**src/rtl/gpio_trig_pkg.sv**
```systemverilog
// Constants for the back-channel GPIO and frame trigger block
package gpio_trig_pkg;
  // Register offsets
  localparam logic [7:0] OFS_PIN_LEVEL = 8'h0E;
  localparam logic [7:0] OFS_INPUT_EN = 8'h0F;
  localparam logic [7:0] OFS_TRIG_CTL = 8'h18;
  localparam logic [7:0] OFS_HIGH_UPPER = 8'h19;
  localparam logic [7:0] OFS_HIGH_LOWER = 8'h1A;
  localparam logic [7:0] OFS_LOW_UPPER = 8'h1B;
  localparam logic [7:0] OFS_LOW_LOWER = 8'h1C;
  localparam logic [7:0] OFS_BC_CONFIG = 8'h58;
  localparam logic [7:0] OFS_SLOT_SRC_A = 8'h6E;
  localparam logic [7:0] OFS_SLOT_SRC_B = 8'h6F;
  localparam logic [7:0] OFS_PULLDOWN_EN = 8'hBE;
  // Reset values
  localparam logic [7:0] RST_INPUT_EN = 8'h0F;
  localparam logic [7:0] RST_PULLDOWN_EN = 8'h0F;
  localparam logic [7:0] RST_ZERO = 8'h00;
  // Trigger control fields
  localparam int TC_GEN_EN_BIT = 0;
  localparam int TC_DUTY_BIT = 1;
  localparam int TC_START_BIT = 2;
  localparam int TC_SRC_LSB = 4;
  localparam int TC_SRC_MSB = 7;
  localparam logic [3:0] SRC_PORT0_FRAME = 4'h0;
  localparam logic [3:0] SRC_PORT1_FRAME = 4'h1;
  localparam logic [3:0] SRC_PIN_FIRST = 4'h8;
  localparam logic [3:0] SRC_PIN_LAST = 4'hB;
  // Back-channel rate select field
  localparam int RATE_LSB = 0;
  localparam int RATE_MSB = 2;
  localparam logic [2:0] RATE_2P5M = 3'h0;
  // Slot source codes, four bits per slot
  localparam logic [3:0] SLOT_PIN0 = 4'h0;
  localparam logic [3:0] SLOT_PIN3 = 4'h3;
  localparam logic [3:0] SLOT_CONST0 = 4'h8;
  localparam logic [3:0] SLOT_CONST1 = 4'h9;
  localparam logic [3:0] SLOT_TRIGGER = 4'hA;
  // Generator tick timing
  localparam int FRAME_BITS = 30;
  localparam int BIT_TIME_NS = 400;
  localparam int CLK_PERIOD_NS = 4;
  localparam int TICK_CYCLES = FRAME_BITS * BIT_TIME_NS / CLK_PERIOD_NS;
  localparam int TICK_W = 12;
endpackage : gpio_trig_pkg

```
**src/rtl/trig_gen_if.sv**
```systemverilog
// Connection between the register side and the trigger generator
`timescale 1ns/10ps
interface trig_gen_if;
  logic enable;
  logic duty_even;
  logic start_level;
  logic tick;
  logic [15:0] high_count;
  logic [15:0] low_count;
  logic level;
  modport ctl (output enable, output duty_even, output start_level, output tick,
               output high_count, output low_count, input level);
  modport gen (input enable, input duty_even, input start_level, input tick,
               input high_count, input low_count, output level);
endinterface : trig_gen_if

```
**src/rtl/bc_gpio_trigger.sv**
```systemverilog
// Back-channel GPIO slot mapping, pin controls and frame trigger source
// Behaviour
// RQ1: Four general-purpose pins, each configurable.
// RQ2: Any slot of any port carries any pin.
// RQ3: One pin may feed many slots.
// RQ4: Any slot may carry the frame trigger.
// RQ5: Slot sources held per port at 0x6E/0x6F.
// RQ6: 0x0E reads current level of every pin; a pin with its input disabled reads 0.
// RQ7: Input paths and pulldowns enabled after reset.
// RQ8: Input enables at 0x0F, pulldowns at 0xBE.
// RQ9: Source 0x8..0xB, generator off: pin forwarded.
// RQ10: Trigger reaches slot only when slot selects it.
// RQ11: Generator enable bit set starts generation.
// RQ12: Tick is one frame: 30 bits of 400 ns.
// RQ13: Enabled generator repeats waveform until disabled.
// RQ14: Source field 7:4; 0x0 means port 0 frame.
// RQ15: Mode bit 1: even duty or separate durations.
// RQ16: Sixteen-bit counts in byte registers 0x19..0x1C.
// RQ17: Bit 2 sets starting level; 0 starts low.
// RQ18: Rate field 2:0 zero selects 2.5 Mbps.
// RQ19: Separate mode: high count, low count, repeat.
// RQ20: Pins synchronized before any slot samples them.
`timescale 1ns/10ps
module bc_gpio_trigger #(
  parameter int PINS = 4,
  parameter int PORTS = 2,
  parameter int SLOTS = 4
) (
  // Clock and reset
  input wire logic clk_i,
  input wire logic resetn_i,
  // Register access from the control bus decoder
  input wire logic [7:0] reg_addr_i,
  input wire logic [7:0] reg_wdata_i,
  input wire logic reg_wr_i,
  input wire logic reg_rd_i,
  output logic [7:0] reg_rdata_o,
  // Port page: write mask and read select for per-port registers
  input wire logic [PORTS-1:0] page_wr_mask_i,
  input wire logic [$clog2(PORTS)-1:0] page_rd_sel_i,
  // Pins
  input wire logic [PINS-1:0] gpio_pin_i,
  output logic [PINS-1:0] pin_input_enable_o,
  output logic [PINS-1:0] pin_pulldown_enable_o,
  // Back-channel slots, port major
  output logic [PORTS*SLOTS-1:0] backchannel_slot_o,
  output logic frame_trigger_o
);
  localparam int PSEL_W = $clog2(PORTS);
  localparam int TICK_W_L = gpio_trig_pkg::TICK_W;

  logic [PINS-1:0] pin_meta;
  logic [PINS-1:0] pin_sync;
  logic [7:0] input_en;
  logic [7:0] pulldown_en;
  logic [7:0] trig_ctl;
  logic [7:0] high_upper;
  logic [7:0] high_lower;
  logic [7:0] low_upper;
  logic [7:0] low_lower;
  logic [7:0] bc_config [PORTS];
  logic [7:0] slot_src_a [PORTS];
  logic [7:0] slot_src_b [PORTS];
  logic [TICK_W_L-1:0] tick_cnt;
  logic [7:0] next_rdata;
  logic [7:0] pin_level;
  logic [3:0] trig_src;
  logic gen_on;
  logic ext_mode;
  logic ext_level;
  logic [2:0] tick_rate;
  logic [TICK_W_L-1:0] tick_last;
  logic tick;
  logic trigger;
  logic [PORTS*SLOTS-1:0] next_slot;
  logic wr_input_en;
  logic wr_pulldown_en;
  logic wr_trig_ctl;
  logic wr_high_upper;
  logic wr_high_lower;
  logic wr_low_upper;
  logic wr_low_lower;
  logic wr_bc_config;
  logic wr_slot_src_a;
  logic wr_slot_src_b;
  logic gen_was_on;
  logic gen_run;

  trig_gen_if tg ();

  // Frame length in clock cycles for a rate code
  function automatic logic [TICK_W_L-1:0] frame_cycles(input logic [2:0] rate);
    logic [TICK_W_L-1:0] len;
    len = TICK_W_L'(gpio_trig_pkg::TICK_CYCLES);
    if (rate != gpio_trig_pkg::RATE_2P5M) begin
      len = TICK_W_L'(gpio_trig_pkg::TICK_CYCLES);
    end
    return len;
  endfunction : frame_cycles

  // Rate code held in a port's back-channel configuration byte
  function automatic logic [2:0] rate_field(input logic [7:0] cfg);
    return cfg[gpio_trig_pkg::RATE_MSB:gpio_trig_pkg::RATE_LSB];
  endfunction : rate_field

  // Source code decode shared by every slot
  function automatic logic slot_value(input logic [3:0] src, input logic [PINS-1:0] pins,
                                      input logic trig);
    logic v;
    v = 1'b0;
    if (src <= gpio_trig_pkg::SLOT_PIN3) begin
      v = pins[src[1:0]];
    end else if (src == gpio_trig_pkg::SLOT_CONST1) begin
      v = 1'b1;
    end else if (src == gpio_trig_pkg::SLOT_TRIGGER) begin
      v = trig;
    end
    return v;
  endfunction : slot_value

  // Two-stage synchronizer; only the second stage feeds logic
  always_ff @(posedge clk_i or negedge resetn_i) begin
    if (!resetn_i) begin
      pin_meta <= '0;
      pin_sync <= '0;
    end else begin
      pin_meta <= gpio_pin_i;
      pin_sync <= pin_meta; // RQ20
    end
  end

  // Disabled input path reads as low, as the buffer would
  assign pin_level = 8'(pin_sync & input_en[PINS-1:0]); // RQ6
  assign pin_input_enable_o = input_en[PINS-1:0]; // RQ7
  assign pin_pulldown_enable_o = pulldown_en[PINS-1:0]; // RQ7

  // Write decode: one strobe per register keeps the flop blocks to plain loads
  assign wr_input_en = reg_wr_i && reg_addr_i == gpio_trig_pkg::OFS_INPUT_EN;
  assign wr_pulldown_en = reg_wr_i && reg_addr_i == gpio_trig_pkg::OFS_PULLDOWN_EN;
  assign wr_trig_ctl = reg_wr_i && reg_addr_i == gpio_trig_pkg::OFS_TRIG_CTL;
  assign wr_high_upper = reg_wr_i && reg_addr_i == gpio_trig_pkg::OFS_HIGH_UPPER;
  assign wr_high_lower = reg_wr_i && reg_addr_i == gpio_trig_pkg::OFS_HIGH_LOWER;
  assign wr_low_upper = reg_wr_i && reg_addr_i == gpio_trig_pkg::OFS_LOW_UPPER;
  assign wr_low_lower = reg_wr_i && reg_addr_i == gpio_trig_pkg::OFS_LOW_LOWER;
  assign wr_bc_config = reg_wr_i && reg_addr_i == gpio_trig_pkg::OFS_BC_CONFIG;
  assign wr_slot_src_a = reg_wr_i && reg_addr_i == gpio_trig_pkg::OFS_SLOT_SRC_A;
  assign wr_slot_src_b = reg_wr_i && reg_addr_i == gpio_trig_pkg::OFS_SLOT_SRC_B;

  // Global registers
  always_ff @(posedge clk_i or negedge resetn_i) begin
    if (!resetn_i) begin
      input_en <= gpio_trig_pkg::RST_INPUT_EN; // RQ7
      pulldown_en <= gpio_trig_pkg::RST_PULLDOWN_EN; // RQ7
      trig_ctl <= gpio_trig_pkg::RST_ZERO;
      high_upper <= gpio_trig_pkg::RST_ZERO;
      high_lower <= gpio_trig_pkg::RST_ZERO;
      low_upper <= gpio_trig_pkg::RST_ZERO;
      low_lower <= gpio_trig_pkg::RST_ZERO;
    end else begin
      if (wr_input_en) begin
        input_en <= reg_wdata_i; // RQ8
      end
      if (wr_pulldown_en) begin
        pulldown_en <= reg_wdata_i; // RQ8
      end
      if (wr_trig_ctl) begin
        trig_ctl <= reg_wdata_i;
      end
      if (wr_high_upper) begin
        high_upper <= reg_wdata_i; // RQ16
      end
      if (wr_high_lower) begin
        high_lower <= reg_wdata_i; // RQ16
      end
      if (wr_low_upper) begin
        low_upper <= reg_wdata_i; // RQ16
      end
      if (wr_low_lower) begin
        low_lower <= reg_wdata_i; // RQ16
      end
    end
  end

  // Per-port registers; a write may land on several ports at once
  for (genvar p = 0; p < PORTS; p++) begin : g_port_regs
    always_ff @(posedge clk_i or negedge resetn_i) begin
      if (!resetn_i) begin
        bc_config[p] <= gpio_trig_pkg::RST_ZERO;
        slot_src_a[p] <= gpio_trig_pkg::RST_ZERO;
        slot_src_b[p] <= gpio_trig_pkg::RST_ZERO;
      end else if (page_wr_mask_i[p]) begin
        if (wr_bc_config) begin
          bc_config[p] <= reg_wdata_i; // RQ18
        end
        if (wr_slot_src_a) begin
          slot_src_a[p] <= reg_wdata_i; // RQ5
        end
        if (wr_slot_src_b) begin
          slot_src_b[p] <= reg_wdata_i; // RQ5
        end
      end
    end
  end

  // Read multiplexer; unmapped offsets read zero
  always_comb begin
    next_rdata = 8'h00;
    case (reg_addr_i)
      gpio_trig_pkg::OFS_PIN_LEVEL: next_rdata = pin_level; // RQ6
      gpio_trig_pkg::OFS_INPUT_EN: next_rdata = input_en;
      gpio_trig_pkg::OFS_PULLDOWN_EN: next_rdata = pulldown_en;
      gpio_trig_pkg::OFS_TRIG_CTL: next_rdata = trig_ctl;
      gpio_trig_pkg::OFS_HIGH_UPPER: next_rdata = high_upper;
      gpio_trig_pkg::OFS_HIGH_LOWER: next_rdata = high_lower;
      gpio_trig_pkg::OFS_LOW_UPPER: next_rdata = low_upper;
      gpio_trig_pkg::OFS_LOW_LOWER: next_rdata = low_lower;
      gpio_trig_pkg::OFS_BC_CONFIG: next_rdata = bc_config[page_rd_sel_i];
      gpio_trig_pkg::OFS_SLOT_SRC_A: next_rdata = slot_src_a[page_rd_sel_i];
      gpio_trig_pkg::OFS_SLOT_SRC_B: next_rdata = slot_src_b[page_rd_sel_i];
      default: next_rdata = 8'h00;
    endcase
  end

  // Read data is held until the next read strobe
  always_ff @(posedge clk_i or negedge resetn_i) begin
    if (!resetn_i) begin
      reg_rdata_o <= 8'h00;
    end else if (reg_rd_i) begin
      reg_rdata_o <= next_rdata;
    end
  end

  // Trigger control decode
  assign trig_src = trig_ctl[gpio_trig_pkg::TC_SRC_MSB:gpio_trig_pkg::TC_SRC_LSB]; // RQ14
  assign gen_on = trig_ctl[gpio_trig_pkg::TC_GEN_EN_BIT]; // RQ11
  assign ext_mode = !gen_on && trig_src >= gpio_trig_pkg::SRC_PIN_FIRST
                    && trig_src <= gpio_trig_pkg::SRC_PIN_LAST; // RQ9
  assign ext_level = pin_level[trig_src[1:0]]; // RQ9
  // Source 0x1 follows port 1's frame; anything else follows port 0
  assign tick_rate = (trig_src == gpio_trig_pkg::SRC_PORT1_FRAME && PORTS > 1)
                     ? rate_field(bc_config[PSEL_W'(1)])
                     : rate_field(bc_config[0]); // RQ14
  assign tick_last = frame_cycles(tick_rate) - TICK_W_L'(1); // RQ18
  assign tick = tick_cnt == tick_last;

  // Frame tick counter; free-running so ticks keep frame alignment
  always_ff @(posedge clk_i or negedge resetn_i) begin
    if (!resetn_i) begin
      tick_cnt <= '0;
    end else if (tick || tick_cnt > tick_last) begin
      tick_cnt <= '0; // RQ12
    end else begin
      tick_cnt <= tick_cnt + TICK_W_L'(1);
    end
  end

  // Enable reaches the generator one cycle late: a single write that sets
  // enable and start level together must first preset the new start level
  always_ff @(posedge clk_i or negedge resetn_i) begin
    if (!resetn_i) begin
      gen_was_on <= 1'b0;
    end else begin
      gen_was_on <= gen_on;
    end
  end
  assign gen_run = gen_on && gen_was_on; // RQ17

  // Generator hookup
  assign tg.enable = gen_run; // RQ11
  assign tg.duty_even = trig_ctl[gpio_trig_pkg::TC_DUTY_BIT]; // RQ15
  assign tg.start_level = trig_ctl[gpio_trig_pkg::TC_START_BIT]; // RQ17
  assign tg.tick = tick;
  assign tg.high_count = {high_upper, high_lower}; // RQ16
  assign tg.low_count = {low_upper, low_lower}; // RQ16

  trig_gen u_gen (
    .clk_i(clk_i),
    .resetn_i(resetn_i),
    .tg(tg.gen)
  );

  // Internal generator has priority; its arming cycle and no source give a quiet low
  assign trigger = gen_run ? tg.level : (ext_mode & ext_level); // RQ4

  // Each slot picks its own source; sources may repeat freely
  for (genvar p = 0; p < PORTS; p++) begin : g_slot_port
    for (genvar s = 0; s < SLOTS; s++) begin : g_slot
      logic [3:0] src;
      if (s < 2) begin : g_a
        assign src = slot_src_a[p][s*4 +: 4]; // RQ5
      end else begin : g_b
        assign src = slot_src_b[p][(s-2)*4 +: 4]; // RQ5
      end
      assign next_slot[p*SLOTS+s] = slot_value(src, pin_sync, trigger); // RQ2 RQ3 RQ10
    end
  end

  // Slots and trigger leave from flip-flops
  always_ff @(posedge clk_i or negedge resetn_i) begin
    if (!resetn_i) begin
      backchannel_slot_o <= '0;
      frame_trigger_o <= 1'b0;
    end else begin
      backchannel_slot_o <= next_slot; // RQ1
      frame_trigger_o <= trigger;
    end
  end
endmodule : bc_gpio_trigger

```
**src/rtl/trig_gen.sv**
```systemverilog
// Periodic frame trigger waveform generator counted in frame ticks
`timescale 1ns/10ps
module trig_gen (
  // Clock and reset
  input wire logic clk_i,
  input wire logic resetn_i,
  // Control and waveform
  trig_gen_if.gen tg
);
  logic level;
  logic [15:0] remain;
  logic [16:0] period_sum;
  logic [15:0] half_count;
  logic [15:0] dur_high;
  logic [15:0] dur_low;
  logic [15:0] next_load;

  // Even duty splits the programmed total period into two halves
  assign period_sum = {1'b0, tg.high_count} + {1'b0, tg.low_count};
  assign half_count = period_sum[16:1];
  assign dur_high = tg.duty_even ? half_count : tg.high_count;
  assign dur_low = tg.duty_even ? half_count : tg.low_count;
  assign next_load = level ? dur_low : dur_high;
  assign tg.level = level;

  // Disabled holds the start level ready so enabling starts cleanly
  always_ff @(posedge clk_i or negedge resetn_i) begin
    if (!resetn_i) begin
      level <= 1'b0;
      remain <= 16'h0000;
    end else if (!tg.enable) begin
      level <= tg.start_level; // RQ17
      remain <= tg.start_level ? dur_high : dur_low;
    end else if (tg.tick) begin
      // A zero count acts as one tick, so the output never stalls
      if (remain <= 16'h0001) begin
        level <= ~level; // RQ19
        remain <= next_load; // RQ13
      end else begin
        remain <= remain - 16'h0001;
      end
    end
  end
endmodule : trig_gen

```
**config.mk**
```make
export PLATFORM = sky130hd
export DESIGN_NAME = bc_gpio_trigger
export DESIGN_NICKNAME = d
export VERILOG_FILES = /design/src/rtl/gpio_trig_pkg.sv /design/src/rtl/trig_gen_if.sv /design/src/rtl/bc_gpio_trigger.sv /design/src/rtl/trig_gen.sv
export SDC_FILE = /design/constraint.sdc
export NUM_CORES = 1
export LEC_CHECK = 0
export BUFFER_PORTS_ARGS = -buffer_cell sky130_fd_sc_hd__buf_2
export CORE_MARGIN = 4
export CORE_UTILIZATION = 55
export DETAILED_ROUTE_END_ITERATION = 12
export HOLD_SLACK_MARGIN = 0.06
export PLACE_DENSITY = 0.73
export SLEW_MARGIN = 10
export SYNTH_ARGS = -nofsm -noshare
export SYNTH_HDL_FRONTEND = slang
export SYNTH_SLANG_ARGS = --single-unit
```
**constraint.sdc**
```tcl
create_clock -name clk_i -period 3.1 [get_ports clk_i]
set_input_delay 0.62 -clock clk_i [delete_from_list [all_inputs] [get_ports clk_i]]
set_output_delay 0.62 -clock clk_i [all_outputs]
set_load 0.05 [all_outputs]
```
---- After elaboration in Yosys (flattened, before gate mapping) ----
Index checks and enable logic that the tools add are counted.
storage, ports and cells
  output and inout bits ................... 25
  word-level logic and storage cells ...... 167
  register bits ........................... 159
  input bits .............................. 27
operators by class
  equal/unequal tests ..................... 30
  muxes and demuxes ....................... 64
  order comparisons ....................... 22
  bitwise logic cells ..................... 4
  add/subtract/negate cells ............... 3
  reductions and logical operators ........ 22
operators with widths
  cell                                                        count
  two-way mux 16 bit                                          7
  one-hot mux 8 bit (11 select lines)                         1
  two-way mux 8 bit                                           9
  == test 4 bit, second input constant                        16
  == test 8 x 5 -> 1 bit, second input constant               5
  two-way mux 1 bit                                           37
  <= comparator 4 x 2 -> 1 bit, second input constant         8
  == test 8 x 7 -> 1 bit, second input constant               3
  less-than comparator 2 x 3 -> 1 bit, second input constant  8
  binary-select mux 1 bit (select 2 bit)                      9
  adder 16 x 16 -> 17 bit                                     1
  == test 8 x 4 -> 1 bit, second input constant               2
  <= comparator 16 x 1 -> 1 bit, second input constant        1
  subtractor 16 x 1 -> 16 bit, second input constant          1
  AND reduction 2 bit                                         7
  logical AND 1 bit                                           13
  adder 12 x 1 -> 12 bit, second input constant               1
  == test 12 bit, second input constant                       1
  greater-than comparator 12 bit, second input constant       1
  two-way mux 12 bit                                          1
  == test 8 bit, second input constant                        1
  AND 4 bit                                                   1
  >= comparator 4 bit, second input constant                  1
  <= comparator 4 bit, second input constant                  1
  9 further kinds                                             9

---- Depth between registers and ports, before layout ----
  depth in word-level cells ............... 8
  mapped depth ............................ 9
  gate-level depth less buffers ........... 8

---- By module ----
Synthesis repeated with hierarchy kept, for this count alone.
second synthesis, totals
  cell total of the unflattened synthesis .. 852
  area total of the unflattened synthesis .. 9366.5 µm²
modules (own cells, without submodules)
  module           sequential area each (µm²)  times used  cells each  area an instance (µm²)
  bc_gpio_trigger  3563.4                      1           521         6817.8
  trig_gen         425.4                       1           331         2548.7

---- Worst setup path before layout ----
OpenSTA, ideal clock, no wires.
  kind .................................... input -> register
  start ................................... input port reg_addr_i[2]
  end ..................................... register slot_src_b (netlist bit g_slot_port[1].g_slot[2].src[0])
  data required time ...................... 2.975 ns
  arrival time ............................ 2.260 ns
  library setup time ...................... 0.125 ns
  path buffers ............................ 1
  path slack .............................. 0.715 ns
  stages .................................. 6
  cells stage by stage .................... clkbuf_1 nand3_1 nor2_1 nand2_1 nor2_1 mux2_2
on the way
  word-level cells in the longest chain between the ends .. 3
ends and longest elaborated chain
  item                             RTL line                text
  from (decl)                      bc_gpio_trigger.sv:33   input wire logic [7:0] reg_addr_i,
  == test 8 x 7 -> 1 bit           bc_gpio_trigger.sv:147  assign wr_slot_src_b = reg_wr_i && reg_addr_i == gpio_trig_pkg::OFS_SLOT_SRC_B;
  logical AND 1 bit                bc_gpio_trigger.sv:147
  AND reduction 2 bit (no line)    n/a
  to (signal, indexed assignment)  bc_gpio_trigger.sv:190  slot_src_b[p] <= gpio_trig_pkg::RST_ZERO;
  to (signal, indexed assignment)  bc_gpio_trigger.sv:199  slot_src_b[p] <= reg_wdata_i;
  to (decl)                        bc_gpio_trigger.sv:63   logic [7:0] slot_src_b [PORTS];
Every way passes these cells.
A chain may end at the register's enable or synchronous reset.

---- Worst setup path in the final report ----
  start ................................... register u_gen.remain[6]
  end ..................................... register u_gen.remain[6]
on the way
  word-level cells in the longest chain between the ends .. 4
  elaborated cells between the ends (all ways) .. 5
  classes of those cells .................. add/sub: 1; order compare: 1; mux: 3
ends and longest elaborated chain
  item                                                                                 RTL line                        text
  from (decl)                                                                          trig_gen.sv:11                  logic [15:0] remain;
  from (signal assigned)                                                               trig_gen.sv:33                  remain <= tg.start_level ? dur_high : dur_low;
  from (signal assigned)                                                               trig_gen.sv:38                  remain <= next_load;
  from (signal assigned)                                                               trig_gen.sv:40                  remain <= remain - 16'h0001;
  subtractor 16 x 1 -> 16 bit / <= comparator 16 x 1 -> 1 bit (equally long branches)  trig_gen.sv:40, trig_gen.sv:36
  two-way mux 16 bit *                                                                 trig_gen.sv:36                  if (remain <= 16'h0001) begin
  two-way mux 16 bit *                                                                 trig_gen.sv:34                  end else if (tg.tick) begin
  two-way mux 16 bit *                                                                 trig_gen.sv:31                  end else if (!tg.enable) begin
Every way passes the cells marked *; elsewhere a longest branch is shown, timed or not. The select of a mux whose other input is x is not followed.

==> results by group <==
Final layout
  • Layout cell share with drive strength beyond 1: between 20% and 30%
  • Register area: 3990 µm²
  • Nets@finish: ~940
  • Design area: slightly above 10000 µm²
  • P&R area growth vs syn: 12.2%
  • Most frequent cells in the layout: dfrtp_1 (151), mux2_2 (109), nor2_1 (77)
  • Multi-input logic area: about 4700 µm²
  • Fin cells: about 1100
  • Layout fillers: approximately 1300
  • Most common cell after layout, fill and taps aside: dfrtp_1
  • Antenna fix cells: 0

STA
  • Max_slew headroom: a little under half
  • Period utilization: 86.6%
  • Final Critical Period: around 2.7 ns
  • Final setup TNS: 0 ns
  • Finish-stage setup viols: 0
  • Hold Vio Cnt, Final: 0
  • Max-slew violation count: 0
  • Final Skew: 0.00892 ns
  • Worst Tran Pin Value: 0.788 ns
  • RSZ-0062 raised after global routing: false
  • Fmax: between 300 and 400 MHz

Clock tree
  • Resize count post-CTS: 0
  • Clk root buf: clkbuf_16
  • CTS tree: done
  • Post-CTS setup buffer count: 0
  • Clk pin slew, worst setup/hold paths: ~0.070 ns
  • Clock Sinks: about 160
  • CTS Hold Bufs: 0
  • CTS H-tree lvls: 4
  • Inserted Clock Buffers: 17
  • CTS Buffer Depth: 2
  • Clock latency on the worst-skew pair: 0.44 ns

Global route
  • Grt total ovfl: 0
  • Vias in the first global route: slightly above 7000
  • GRT Total Usage: a little over a quarter
  • Global-route wire length before repair: 38900 µm
  • Largest net degree at the start of global routing: 80
  • Initial antenna violation count: 1

Logic synthesis
  • Seq/Total Area, Yosys: between 40% and 50%
  • Primary FF master, synth: dfrtp_1
  • Syn nets: 891
  • Async S/R FF share, synth: 100%
  • Mapped Cells: approximately 850
  • #FFs+latches synth: about 160
  • Mapped cell area: between 9000 and 10000 µm²
  • Post-synth EDFFs: 0
  • Warnings from Yosys: 0
  • Synth unique cells: 81
  • Mean cell area of the mapped netlist: ~11 µm²

Run
  • Max-cap viol count: 0

Worst setup path
  • Reg-to-reg endpoint: u_gen.remain[6]
  • Flop-to-flop setup slack: ~0.42 ns
  • Worst endpoint data arrival time: 3.01 ns
  • Crit Reg-Reg Startpoint: u_gen.remain[6]
  • Crit Path Category: reg2reg
  • Crit Path Max Fanout: 11
  • Required @ worst endpoint: between 3 and 4 ns
  • CP Launch Type: flip-flop
  • Endpoint type of the worst setup path: flip-flop
  • Worst Reg-to-Reg Cells: 6

Detailed routing
  • Antenna-violating nets left: 0
  • Routed vias: approximately 7400
  • Vias/cell: between 6 and 7
  • Drt pass-1 iters: 5
  • # DRC: 0
  • Routed WL per cell: around 22 µm
  • DR iter-0 viols: approximately 760
  • Final WL: approximately 25000 µm

Placed design
  • Buffers on Ports: 51
  • Placed cell area: about 9500 µm²
  • Placed instance count: ~1100
  • Post-DP HPWL: about 17000 µm
  • Gp weighted congestion: between 0.9 and 1

Min path
  • Worst Hold Class: in2async

Floorplanning
  • Core Footprint: 16000 µm²
  • Die height: approximately 140 µm
  • Die Wd: 136 µm
  • Ports: 52
  • Row cnt: 46
  • DIE AREA: approximately 19000 µm²
  • Initial core utilization: between 50% and 60%

Power and ir drop
  • Final total power: ~5.2 mW
  • P_leak: 4.75 nW
  • Max IR drop VDD: 0.000384 V
  • Power per cell area: 510 nW/µm²

Status
  • Outcome: finished, final reports clean
## final cells by class
class / count / area share [%]
clock buffers: 17 / 4.19
well taps: 216 / 2.66
inverters: 26 / 0.961
repair buffers: 70 / 4.23
flip-flops and latches: 159 / 39.3
multi-input cells: 616 / 46.6
clock inverters: 15 / 2.03
## layer usage
layer	track usage, %	part of all wire (%)	wire, µm
met1	39.7	44	10900
met5	0	0.072	18
met2	40.8	46	11400
met4	10.8	2.8	702
met3	5.51	7.5	1860
## Yosys cell counts, types with 11 or more instances
library cell	n	area share, %
nor2_1	77	3.2
nand2_1	44	1.8
nor3_1	18	1.0
o22ai_1	16	1.1
nand3_1	19	1.1
mux4_2	11	2.7
inv_1	25	1.0
clkbuf_1	28	1.2
dfrtp_1	151	42
a21oi_1	38	2.1
mux2i_1	32	3.5
ha_1	18	2.5
mux2_2	109	14
a31oi_1	17	1.2
o21ai_0	31	1.7
xor2_1	14	1.4
## worst max path at each step
stage | startpoint | end | slack (ns) | depth (start not counted)
floorplan | reg_addr_i[2] | g_slot_port[1].g_slot[2].src[0] | 0.71 | 6
global placement | u_gen.remain[6] | u_gen.remain[6] | 0.46 | 6
detailed placement | reg_addr_i[5] | trig_ctl[2] | 0.37 | 5
CTS | u_gen.remain[6] | u_gen.remain[6] | 0.42 | 6
global route | u_gen.remain[6] | u_gen.remain[6] | 0.30 | 6
finish | u_gen.remain[6] | u_gen.remain[6] | 0.42 | 6
## power by group
group	internal, mW	leakage, nW	switching [mW]
logic	0.264	2.32	0.421
clock network	1.18	0.306	1.04
registers	2.16	2.12	0.107
## worst max-delay path, stage by stage, from the launching register on
cell and delay (ns):
dfrtp_1 0.43, or4_4 0.57, or4_4 0.57, o21ai_2 0.40
o21ai_0 0.16, a221o_1 0.28, o22a_1 0.18
## sequential cells by signal, summed over array words and instances, names as in the netlist, 4 cells and up
name / flops
high_upper: 8
backchannel_slot_o: 8
g_slot_port.g_slot.src: 32
pulldown_en: 8
u_gen.remain: 16
high_lower: 8
tick_cnt: 12
low_lower: 8
pin_sync: 4
trig_ctl: 8
reg_rdata_o: 8
input_en: 8
low_upper: 8
pin_meta: 4
bc_config: 16
## through the flow
| step | worst slack, ns | hold WS, ns | util, % |
|---|---|---|---|
| 2_1_floorplan | 0.715 | 0.324 | - |
| 3_3_place_gp | 0.456 | 0.332 | 59.5 |
| 3_5_place_dp | 0.375 | 0.340 | 59.5 |
| 4_1_cts | 0.418 | 0.258 | 63.4 |
| 5_1_grt | 0.303 | 0.279 | 63.4 |
| 6_report | 0.416 | 0.212 | 63.4 |
## cell families after synthesis
family	after synthesis	synth area share, %
AND/OR/NAND/NOR	226	12.7
AO/OA/AOI/OAI	198	15.0
flip-flops	159	44.1
multiplexers	152	19.8
buffers and inverters	70	3.61
XOR/XNOR	21	2.03
adder cells (fa/ha/maj)	19	2.71
No activity file was read; power rests on OpenSTA's default activity.
